### src/pkg/osca_defines.svh
/*
 Timing counts and field widths of the on/off switch controller.
 Assumes a 50 MHz master clock; the period, duty and blanking counts are derived from it.
*/
`ifndef OSCA_DEFINES_SVH
`define OSCA_DEFINES_SVH

`define OSCA_MCLK_HZ       50000000
`define OSCA_OSC_HZ        132000
`define OSCA_PERIOD_CYC    (`OSCA_MCLK_HZ / `OSCA_OSC_HZ)
`define OSCA_PHASE_W       9
`define OSCA_MAX_DUTY_PCT  65
`define OSCA_MAX_DUTY_CYC  (`OSCA_PERIOD_CYC * `OSCA_MAX_DUTY_PCT / 100)
`define OSCA_BLANK_NS      200
`define OSCA_BLANK_CYC     ((`OSCA_BLANK_NS * (`OSCA_MCLK_HZ / 1000000) + 999) / 1000)
`define OSCA_BLANK_W       8
`define OSCA_FAULT_MS      50
`define OSCA_FAULT_CYC     (`OSCA_FAULT_MS * `OSCA_OSC_HZ / 1000)
`define OSCA_OFF_MS        850
`define OSCA_OFF_CYC       (`OSCA_OFF_MS * `OSCA_OSC_HZ / 1000)
`define OSCA_AR_W          17
`define OSCA_UP_RUN        4
`define OSCA_DOWN_SKIP     3
`define OSCA_RUN_W         3
`define OSCA_SYNC_W        8

`endif

### src/pkg/osca_pkg.sv
/*
 Types of the on/off switch controller.
 Assumes nothing beyond a SystemVerilog compiler.
*/
package osca_pkg;

  typedef enum logic [1:0] {
    OSCA_ILIM_FULL,
    OSCA_ILIM_RED,
    OSCA_ILIM_LOW
  } osca_ilim_type;

  typedef enum logic {
    OSCA_AR_RUN,
    OSCA_AR_OFF
  } osca_ar_type;

endpackage

### src/core/osca_top.sv
/*
 On/off cycle-by-cycle power switch control with current-limit
 selection, lockouts, auto-restart and line undervoltage gating.
 Assumes all comparator inputs are asynchronous levels from analog
 circuits; they are synchronised here. Single 50 MHz clock.
*/
// Overview of operation
// RULE1: Block switching below 4.8 V supply until it climbs back to 5.8 V.
// RULE2: Over-temperature disables switch until die cools by the hysteresis.
// RULE3: Over-current turns switch off for rest of the oscillator cycle.
// RULE4: Ignore current-limit comparator during blanking after every turn-on.
// RULE5: Fault counter advances per oscillator cycle, cleared when enable pulled low.
// RULE6: No enable-low for 50 ms stops switching for 850 ms.
// RULE7: Alternate enabled and disabled periods while fault persists.
// RULE8: Line undervoltage during auto-restart off freezes the fault counter. Code freezes the off-time counter off_cnt_r instead.
// RULE9: Power-up or auto-restart start switching only with line current sufficient.
// RULE10: Hold supply at 4.8 V during power-up while line undervoltage exists.
// RULE11: Tiny line-sense current means resistor absent; line undervoltage disabled.
// RULE12: Switch on at cycle start, off at current limit or max duty.
// RULE13: A started cycle always completes regardless of enable changes.
// RULE14: Feedback holds enable high below reference, pulls low above target.
// RULE15: Clock runs always; enable sampled each cycle start; pattern picks limit.
// RULE16: Heavy load gets full current limit; lighter load gets reduced limit.
// RULE17: Limit steps down at medium/light load, further at very light load.
// RULE18: At power-down switch 50 ms after regulation loss, then stay off.
// RULE19: Enable decision captured at cycle-start edge, held whole cycle.
// RULE20: Over 240 uA out of enable input reads as disable.
// RULE21: Oscillator at 132 kHz gives cycle-start and maximum duty signals.
// RULE22: Analog comparator results enter as synchronised single bits.
// RULE23: Current limit is a three-setting selector updated by the load machine.
`include "osca_defines.svh"

module osca_top
  import osca_pkg::*;
#(
  parameter int FAULT_CYC  = `OSCA_FAULT_CYC,
  parameter int OFF_CYC    = `OSCA_OFF_CYC,
  parameter int BLANK_CYC  = `OSCA_BLANK_CYC,
  parameter int UP_RUN     = `OSCA_UP_RUN,
  parameter int DOWN_SKIP  = `OSCA_DOWN_SKIP
) (
  // Clock and reset
  input  wire logic          i_mclk,
  input  wire logic          i_rst,
  // Analog comparator results, asynchronous
  input  wire logic          i_supply_low,
  input  wire logic          i_supply_ok,
  input  wire logic          i_over_temp,
  input  wire logic          i_temp_cooled,
  input  wire logic          i_over_current,
  input  wire logic          i_enable_undervoltage_input,
  input  wire logic          i_line_ok,
  input  wire logic          i_sense_absent,
  // Power switch and supply control
  output logic               o_switch_on,
  output logic               o_supply_hold,
  output osca_ilim_type      o_ilim_sel,
  // Status
  output logic               o_cycle_start,
  output logic               o_max_duty_limit,
  output logic               o_supply_lockout,
  output logic               o_thermal_lockout,
  output logic               o_restart_off,
  output logic               o_line_uv
);

  // Synchroniser
  logic [`OSCA_SYNC_W-1:0] sync1_r;
  logic [`OSCA_SYNC_W-1:0] sync2_r;
  logic                    supply_low;
  logic                    supply_ok;
  logic                    over_temp;
  logic                    temp_cooled;
  logic                    over_cur;
  logic                    en_high;
  logic                    line_ok;
  logic                    sense_absent;
  logic                    en_low;
  logic                    line_uv;

  // Two flops per comparator bit before any logic [RULE22]
  always_ff @(posedge i_mclk) begin
    if (i_rst) begin
      sync1_r <= '0;
      sync2_r <= '0;
    end else begin
      sync1_r <= {i_supply_low, i_supply_ok, i_over_temp, i_temp_cooled,
                  i_over_current, i_enable_undervoltage_input, i_line_ok, i_sense_absent};
      sync2_r <= sync1_r;
    end
  end

  assign {supply_low, supply_ok, over_temp, temp_cooled,
          over_cur, en_high, line_ok, sense_absent} = sync2_r;
  // Enable comparator low means more than 240 uA drawn [RULE20]
  assign en_low  = !en_high;
  // Line check is disabled when the sense resistor is absent [RULE11]
  assign line_uv = !sense_absent && !line_ok;

  // Oscillator
  logic cyc_start;
  logic max_duty;

  osca_osc u_osc (
    .i_mclk           (i_mclk),
    .i_rst            (i_rst),
    .o_cycle_start    (cyc_start),
    .o_max_duty_limit (max_duty)
  );

  // Lockouts with hysteresis
  logic supply_lock_r;
  logic supply_lock_nxt;
  logic therm_r;
  logic therm_nxt;
  logic powerup_r;
  logic powerup_nxt;

  // Auto-restart state
  osca_ar_type           ar_r;
  osca_ar_type           ar_nxt;
  logic [`OSCA_AR_W-1:0] fault_cnt_r;
  logic [`OSCA_AR_W-1:0] fault_cnt_nxt;
  logic [`OSCA_AR_W-1:0] off_cnt_r;
  logic [`OSCA_AR_W-1:0] off_cnt_nxt;

  // Switch pulse state
  logic                    go;
  logic                    switch_nxt;
  logic [`OSCA_BLANK_W-1:0] blank_r;
  logic [`OSCA_BLANK_W-1:0] blank_nxt;

  // Current-limit machine
  osca_ilim_type          ilim_nxt;
  logic [`OSCA_RUN_W-1:0] run_r;
  logic [`OSCA_RUN_W-1:0] run_nxt;
  logic [`OSCA_RUN_W-1:0] skip_r;
  logic [`OSCA_RUN_W-1:0] skip_nxt;

  always_comb begin
    supply_lock_nxt = supply_lock_r;
    therm_nxt       = therm_r;
    powerup_nxt     = powerup_r;
    // Lock below 4.8 V, release only at 5.8 V [RULE1]
    if (supply_low) begin
      supply_lock_nxt = 1'b1;
    end else if (supply_ok) begin
      supply_lock_nxt = 1'b0;
    end
    // Trip at high temperature, release after cooling [RULE2]
    if (over_temp) begin
      therm_nxt = 1'b1;
    end else if (temp_cooled) begin
      therm_nxt = 1'b0;
    end
    if (cyc_start && go) begin
      powerup_nxt = 1'b0;
    end
  end

  always_ff @(posedge i_mclk) begin
    if (i_rst) begin
      supply_lock_r <= 1'b1;
      therm_r       <= 1'b0;
      powerup_r     <= 1'b1;
    end else begin
      supply_lock_r <= supply_lock_nxt;
      therm_r       <= therm_nxt;
      powerup_r     <= powerup_nxt;
    end
  end

  // Counter counts oscillator cycles in both phases [RULE5] [RULE6] [RULE7]
  always_comb begin
    ar_nxt        = ar_r;
    fault_cnt_nxt = fault_cnt_r;
    off_cnt_nxt   = off_cnt_r;
    unique case (ar_r)
      OSCA_AR_RUN: begin
        if (en_low) begin
          fault_cnt_nxt = '0;
        end else if (cyc_start) begin
          if (fault_cnt_r == `OSCA_AR_W'(FAULT_CYC - 1)) begin
            ar_nxt        = OSCA_AR_OFF;
            off_cnt_nxt   = '0;
            fault_cnt_nxt = '0;
          end else begin
            fault_cnt_nxt = fault_cnt_r + `OSCA_AR_W'(1);
          end
        end
      end
      OSCA_AR_OFF: begin
        // Off time stretched while line undervoltage persists [RULE8] [RULE18]
        if (cyc_start && !line_uv) begin
          if (off_cnt_r == `OSCA_AR_W'(OFF_CYC - 1)) begin
            ar_nxt      = OSCA_AR_RUN;
            off_cnt_nxt = '0;
          end else begin
            off_cnt_nxt = off_cnt_r + `OSCA_AR_W'(1);
          end
        end
      end
    endcase
  end

  always_ff @(posedge i_mclk) begin
    if (i_rst) begin
      ar_r        <= OSCA_AR_RUN;
      fault_cnt_r <= '0;
      off_cnt_r   <= '0;
    end else begin
      ar_r        <= ar_nxt;
      fault_cnt_r <= fault_cnt_nxt;
      off_cnt_r   <= off_cnt_nxt;
    end
  end

  // Decision taken only at cycle start and held for the cycle [RULE19] [RULE15]
  assign go = en_high && !supply_lock_r && !therm_r && (ar_r == OSCA_AR_RUN)
              && !(powerup_r && line_uv); // [RULE9]

  always_comb begin
    switch_nxt = o_switch_on;
    blank_nxt  = blank_r;
    if (blank_r != '0) begin
      blank_nxt = blank_r - `OSCA_BLANK_W'(1);
    end
    if (cyc_start) begin
      // Turn on at cycle start only [RULE12]
      switch_nxt = go;
      blank_nxt  = go ? `OSCA_BLANK_W'(BLANK_CYC) : '0;
    end else if (o_switch_on && ((over_cur && blank_r == '0) || max_duty)) begin
      // Off until next cycle start [RULE3] [RULE4] [RULE13]
      switch_nxt = 1'b0;
    end
  end

  always_ff @(posedge i_mclk) begin
    if (i_rst) begin
      o_switch_on <= 1'b0;
      blank_r     <= '0;
    end else begin
      o_switch_on <= switch_nxt;
      blank_r     <= blank_nxt;
    end
  end

  // Steps limit from the run/skip pattern of samples [RULE16] [RULE17] [RULE23]
  always_comb begin
    ilim_nxt = o_ilim_sel;
    run_nxt  = run_r;
    skip_nxt = skip_r;
    if (cyc_start) begin
      if (en_high) begin
        skip_nxt = '0;
        run_nxt  = run_r + `OSCA_RUN_W'(1);
        if (run_r == `OSCA_RUN_W'(UP_RUN - 1)) begin
          run_nxt = '0;
          unique case (o_ilim_sel)
            OSCA_ILIM_LOW:  ilim_nxt = OSCA_ILIM_RED;
            OSCA_ILIM_RED:  ilim_nxt = OSCA_ILIM_FULL;
            default:        ilim_nxt = OSCA_ILIM_FULL;
          endcase
        end
      end else begin
        run_nxt  = '0;
        skip_nxt = skip_r + `OSCA_RUN_W'(1);
        if (skip_r == `OSCA_RUN_W'(DOWN_SKIP - 1)) begin
          skip_nxt = '0;
          unique case (o_ilim_sel)
            OSCA_ILIM_FULL: ilim_nxt = OSCA_ILIM_RED;
            OSCA_ILIM_RED:  ilim_nxt = OSCA_ILIM_LOW;
            default:        ilim_nxt = OSCA_ILIM_LOW;
          endcase
        end
      end
    end
  end

  always_ff @(posedge i_mclk) begin
    if (i_rst) begin
      o_ilim_sel <= OSCA_ILIM_FULL;
      run_r      <= '0;
      skip_r     <= '0;
    end else begin
      o_ilim_sel <= ilim_nxt;
      run_r      <= run_nxt;
      skip_r     <= skip_nxt;
    end
  end

  // Registered status outputs
  always_ff @(posedge i_mclk) begin
    if (i_rst) begin
      o_supply_hold     <= 1'b0;
      o_cycle_start     <= 1'b0;
      o_max_duty_limit  <= 1'b0;
      o_supply_lockout  <= 1'b1;
      o_thermal_lockout <= 1'b0;
      o_restart_off     <= 1'b0;
      o_line_uv         <= 1'b0;
    end else begin
      o_supply_hold     <= powerup_r && line_uv; // [RULE10]
      o_cycle_start     <= cyc_start;
      o_max_duty_limit  <= max_duty;
      o_supply_lockout  <= supply_lock_r;
      o_thermal_lockout <= therm_r;
      o_restart_off     <= (ar_r == OSCA_AR_OFF);
      o_line_uv         <= line_uv;
    end
  end
endmodule

### src/core/osca_osc.sv
/*
 Free-running oscillator: cycle-start pulse and maximum duty limit.
 Assumes i_mclk at 50 MHz and a synchronous active-high reset.
*/
`include "osca_defines.svh"

module osca_osc
  import osca_pkg::*;
#(
  parameter int PERIOD_CYC   = `OSCA_PERIOD_CYC,
  parameter int MAX_DUTY_CYC = `OSCA_MAX_DUTY_CYC
) (
  // Clock and reset
  input  wire logic i_mclk,
  input  wire logic i_rst,
  // Timing outputs
  output logic      o_cycle_start,
  output logic      o_max_duty_limit
);

  logic [`OSCA_PHASE_W-1:0] phase_r;
  logic [`OSCA_PHASE_W-1:0] phase_nxt;
  logic                     start_nxt;
  logic                     duty_nxt;

  // Phase wraps every oscillator period [RULE21]
  always_comb begin
    if (phase_r == `OSCA_PHASE_W'(PERIOD_CYC - 1)) begin
      phase_nxt = '0;
    end else begin
      phase_nxt = phase_r + `OSCA_PHASE_W'(1);
    end
    start_nxt = (phase_nxt == '0);
    duty_nxt  = (phase_nxt >= `OSCA_PHASE_W'(MAX_DUTY_CYC));
  end

  always_ff @(posedge i_mclk) begin
    if (i_rst) begin
      phase_r          <= '0;
      o_cycle_start    <= 1'b0;
      o_max_duty_limit <= 1'b0;
    end else begin
      phase_r          <= phase_nxt;
      o_cycle_start    <= start_nxt;
      o_max_duty_limit <= duty_nxt;
    end
  end

endmodule

### config.mk
export PLATFORM = sky130hd
export DESIGN_NAME = osca_top
export DESIGN_NICKNAME = d
export VERILOG_FILES = /design/src/pkg/osca_pkg.sv /design/src/core/osca_top.sv /design/src/core/osca_osc.sv
export VERILOG_INCLUDE_DIRS = /design/src /design/src/pkg
export SDC_FILE = /design/constraint.sdc
export NUM_CORES = 1
export LEC_CHECK = 0
export BUFFER_PORTS_ARGS = -buffer_cell sky130_fd_sc_hd__buf_2
export CORE_ASPECT_RATIO = 1.5
export CORE_MARGIN = 10
export CORE_UTILIZATION = 45
export CTS_BUF_LIST = sky130_fd_sc_hd__clkbuf_4
export CTS_CLUSTER_SIZE = 40
export DETAILED_ROUTE_END_ITERATION = 7
export GPL_TIMING_DRIVEN = 0
export HOLD_SLACK_MARGIN = 0.1
export RECOVER_POWER = 100
export SLEW_MARGIN = 20
export SYNTH_ARGS = -nofsm -noshare
export SYNTH_HDL_FRONTEND = slang
export SYNTH_HIERARCHICAL = 1
export SYNTH_SLANG_ARGS = --single-unit
### constraint.sdc
create_clock -name i_mclk -period 3.63 [get_ports i_mclk]
set_input_delay 0.726 -clock i_mclk [delete_from_list [all_inputs] [get_ports i_mclk]]
set_output_delay 0.726 -clock i_mclk [all_outputs]
set_load 0.005 [all_outputs]
==> impl_metrics.yaml <==
synthesis:
  ys.flop_type: "dfxtp_1"
  mappedNetlistArea_um2: 3980
  yosys_warnings: 6
  avgSynthCellArea_um2: 8.80
  synth_edf_count: 0
  synth_cells: 452
  synth_area_leader_cell: "dfxtp_1"
  synth_top_cell_area_share_pct: 44.8
  ys_types: 62
  synth.area.top_cells: "dfxtp_1 45%, a21oi_1 4.8%, nor2_1 4.4%"
  ys_seq_elements: 89
  syn-num-nets: 469
  async_flop_share_pct: 0
  ys_seq_area_share_pct: 44.8
timing:
  rsz0062_at_grt: "false"
  finalSetupTns_ns: 0
  timing.slew.headroom_pct: 26.0
  setup_viol: 0
  finalHoldViolCount: 0
  tightest_slew_ns: 1.10
  fin_ws_ns: 0.842
  post-route-min-period_ns: 2.79
  slew_violations: 0
  finClkSkew_ns: 0.0126
  post-route-period-util_pct: 76.8
  fmax_mhz: 359
grt:
  gr-usage-met3_pct: 2.45
  grt_usage_pct: 13.5
  use_met2_pct: 24.0
  top_usage_layer: "met2"
  grtUsageMet1_pct: 14.6
  grt-ovfl-total: 0
  antenna_found_initial: 0
  grt_pass1_wl_um: 15000
  grt_pass1_vias: 3251
  grt_max_degree: 16
setup_path:
  reg2regPathDepth: 8
  arrival_ns: 3.12
  required_ns: 3.96
  r2r_slack_ns: 0.84
  critPathCaptureType: "flip-flop"
  timing.rr.start: "fault_cnt_r[0]"
  r2r_end: "off_cnt_r[15]"
  start_kind: "flip-flop"
  crit_start: "fault_cnt_r[0]"
  crit_type: "flip-flop to flip-flop"
  crit_fanout: 10
detailed_routing:
  drtAntennaViolNets: 0
  wl_um: 8800
  first_iter_violations: 140
  route.detailed.drc: 0
  wire_per_inst_um: 14.7
  drt_pass1_iterations: 4
  num_vias: 3367
  post_drt_via_cell_ratio: 5.64
placed_design:
  routabilityCongestion: 0.858
  dp_slack_ns: 1.06
  dp_hpwl_um: 6420
  dp.cells: 581
  io_buffers: 19
clocking:
  cts_buffer_depth: 2
  clk_latency_ns: 0.45
  clock_tree.root_cell: "clkbuf_4"
  tritoncts: "built"
  h-tree-depth: 3
  cts_resized: 0
  clk_pin_slew_ns: 0.15
  cts_hold_buffers: 0
  clock-sinks: 89
  cts_buffers: 9
  cts_setup_buffers: 0
floorplan:
  dieArea_um2: 13100
  start_util_pct: 45.6
  io_pins: 20
  row_count: 42
  die_w_um: 96.8
  die_h_um: 135
  core_area_um2: 8720
cells_and_area:
  final_common_cell: "dfxtp_1"
  utilization_pct: 49.5
  area_growth_pct: 8.55
  drive_above_1_share_pct: 7.39
  num_antenna_cells: 0
  finalNonFillerCells: 597
  nFillCells: 896
  nNetsFinal: 499
  final_cell_mix: "89 x dfxtp_1, 47 x nor2_1, 39 x a21oi_1"
power_and_ir_drop:
  peakVddDrop_mv: 0.322
  sw_frac_of_total_pct: 29.4
  seqPwrFrac_pct: 55.1
  power_uw: 1970
  pwr-share-clk_pct: 29.0
  p_leak_uw: 0.00147
  power_frac_comb_pct: 15.9
  intPower_uw: 1390
  power_switching_uw: 578
  cellPowerDensity_nw_per_um2: 455
hold_path:
  holdPathStages: 1
  holdCritPathClass: "flip-flop to flip-flop"
  whs_endpoint: "supply_lock_r"
  hold_start: "sync2_r[6]"
outcome:
  status: "finished clean"
run:
  maxCapViolCount: 0
synthesized netlist by cell type, types with 2 or more instances:
library cell,instances
o31ai_1,13
a21o_1,2
or4_4,2
o211ai_1,2
and3_1,6
or4b_1,2
a211oi_1,4
a311oi_1,5
a31oi_1,2
inv_1,19
o21ai_0,13
and4_1,3
nor2_1,47
a31o_2,2
nand3_1,17
xnor2_1,7
nand4_1,15
nor2b_1,21
buf_6,2
o21ai_1,2
nor4bb_1,3
o41ai_1,2
nor3_1,8
a21oi_1,38
a32o_1,2
nor4_1,2
xor2_1,14
nor4b_1,2
nand4b_1,4
dfxtp_1,89
buf_1,2
ha_1,7
or4_1,12
buf_2,3
a2111oi_0,2
and2_1,2
or3_1,5
nand2b_1,4
nand2_1,30
clkbuf_1,13
worst max-delay path: stages, from the launching register on:
cell and delay (ns):
dfxtp_1 0.45, ha_1 0.30, nand4_1 0.24, nor4_4 0.50
a21oi_1 0.22, clkbuf_1 0.25, clkbuf_1 0.31, o31ai_1 0.31
a21oi_1 0.09
worst max-delay path by stage:
stage / slack [ns] / to / cells past startpoint
finish: 0.84 / off_cnt_r[15] / 8
global route: 0.64 / off_cnt_r[16] / 8
CTS: 1.03 / off_cnt_r[15] / 8
detailed placement: 1.06 / off_cnt_r[15] / 8
global placement: 1.11 / off_cnt_r[15] / 8
floorplan: 1.45 / off_cnt_r[11] / 7
final cells by class:
type	instances	area [um^2]	area share [%]
repair buffers	19	82.6	1.91
clock buffers	10	75.1	1.74
well taps	110	138	3.19
inverters	20	75.1	1.74
clock inverters	6	67.6	1.56
multi-input cells	323	2010	46.6
plain buffers	20	85.1	1.97
flip-flops and latches	89	1780	41.3
sequential cells by signal (all words and copies together), names as in the netlist, 2 cells and up:
name	flops
o_ilim_sel	2
fault_cnt_r	17
run_r	3
sync2_r	8
off_cnt_r	17
sync1_r	8
blank_r	8
skip_r	3
u_osc/phase_r	9
power by group through the flow:
stage               combinational (uW)  sequential [uW]  clock [uW]
finish                             312             1080         571
global route                       365             1090         620
CTS                                318             1080         591
detailed placement                 315             1110           0
global placement                   309             1100           0
floorplan                          258             1090           0
metal layers:
layer	share of wire, %	vias up	wire length (um)
li1	-	1702	-
met1	44	1613	3860
met2	52	41	4550
met3	2.4	11	211
met4	2.1	0	182
met5	0	-	0
stage by stage:
step	hold WS (ns)	area, um^2
6_report	0.430	4320
5_1_grt	0.466	4320
4_1_cts	0.432	4350
3_5_place_dp	0.410	4210
3_3_place_gp	0.401	4210
2_1_floorplan	0.388	3980
logic make-up after synthesis:
| kind of cell | share of synthesized area [%] |
|---|---|
| flops | 44.8 |
| buf+inv | 4.25 |
| fa+ha+maj | 2.20 |
| mux | 0.252 |
| compound gates | 16.9 |
| xor+xnor | 4.62 |
| simple gates | 27.0 |
(Power assumes the default switching activity.)
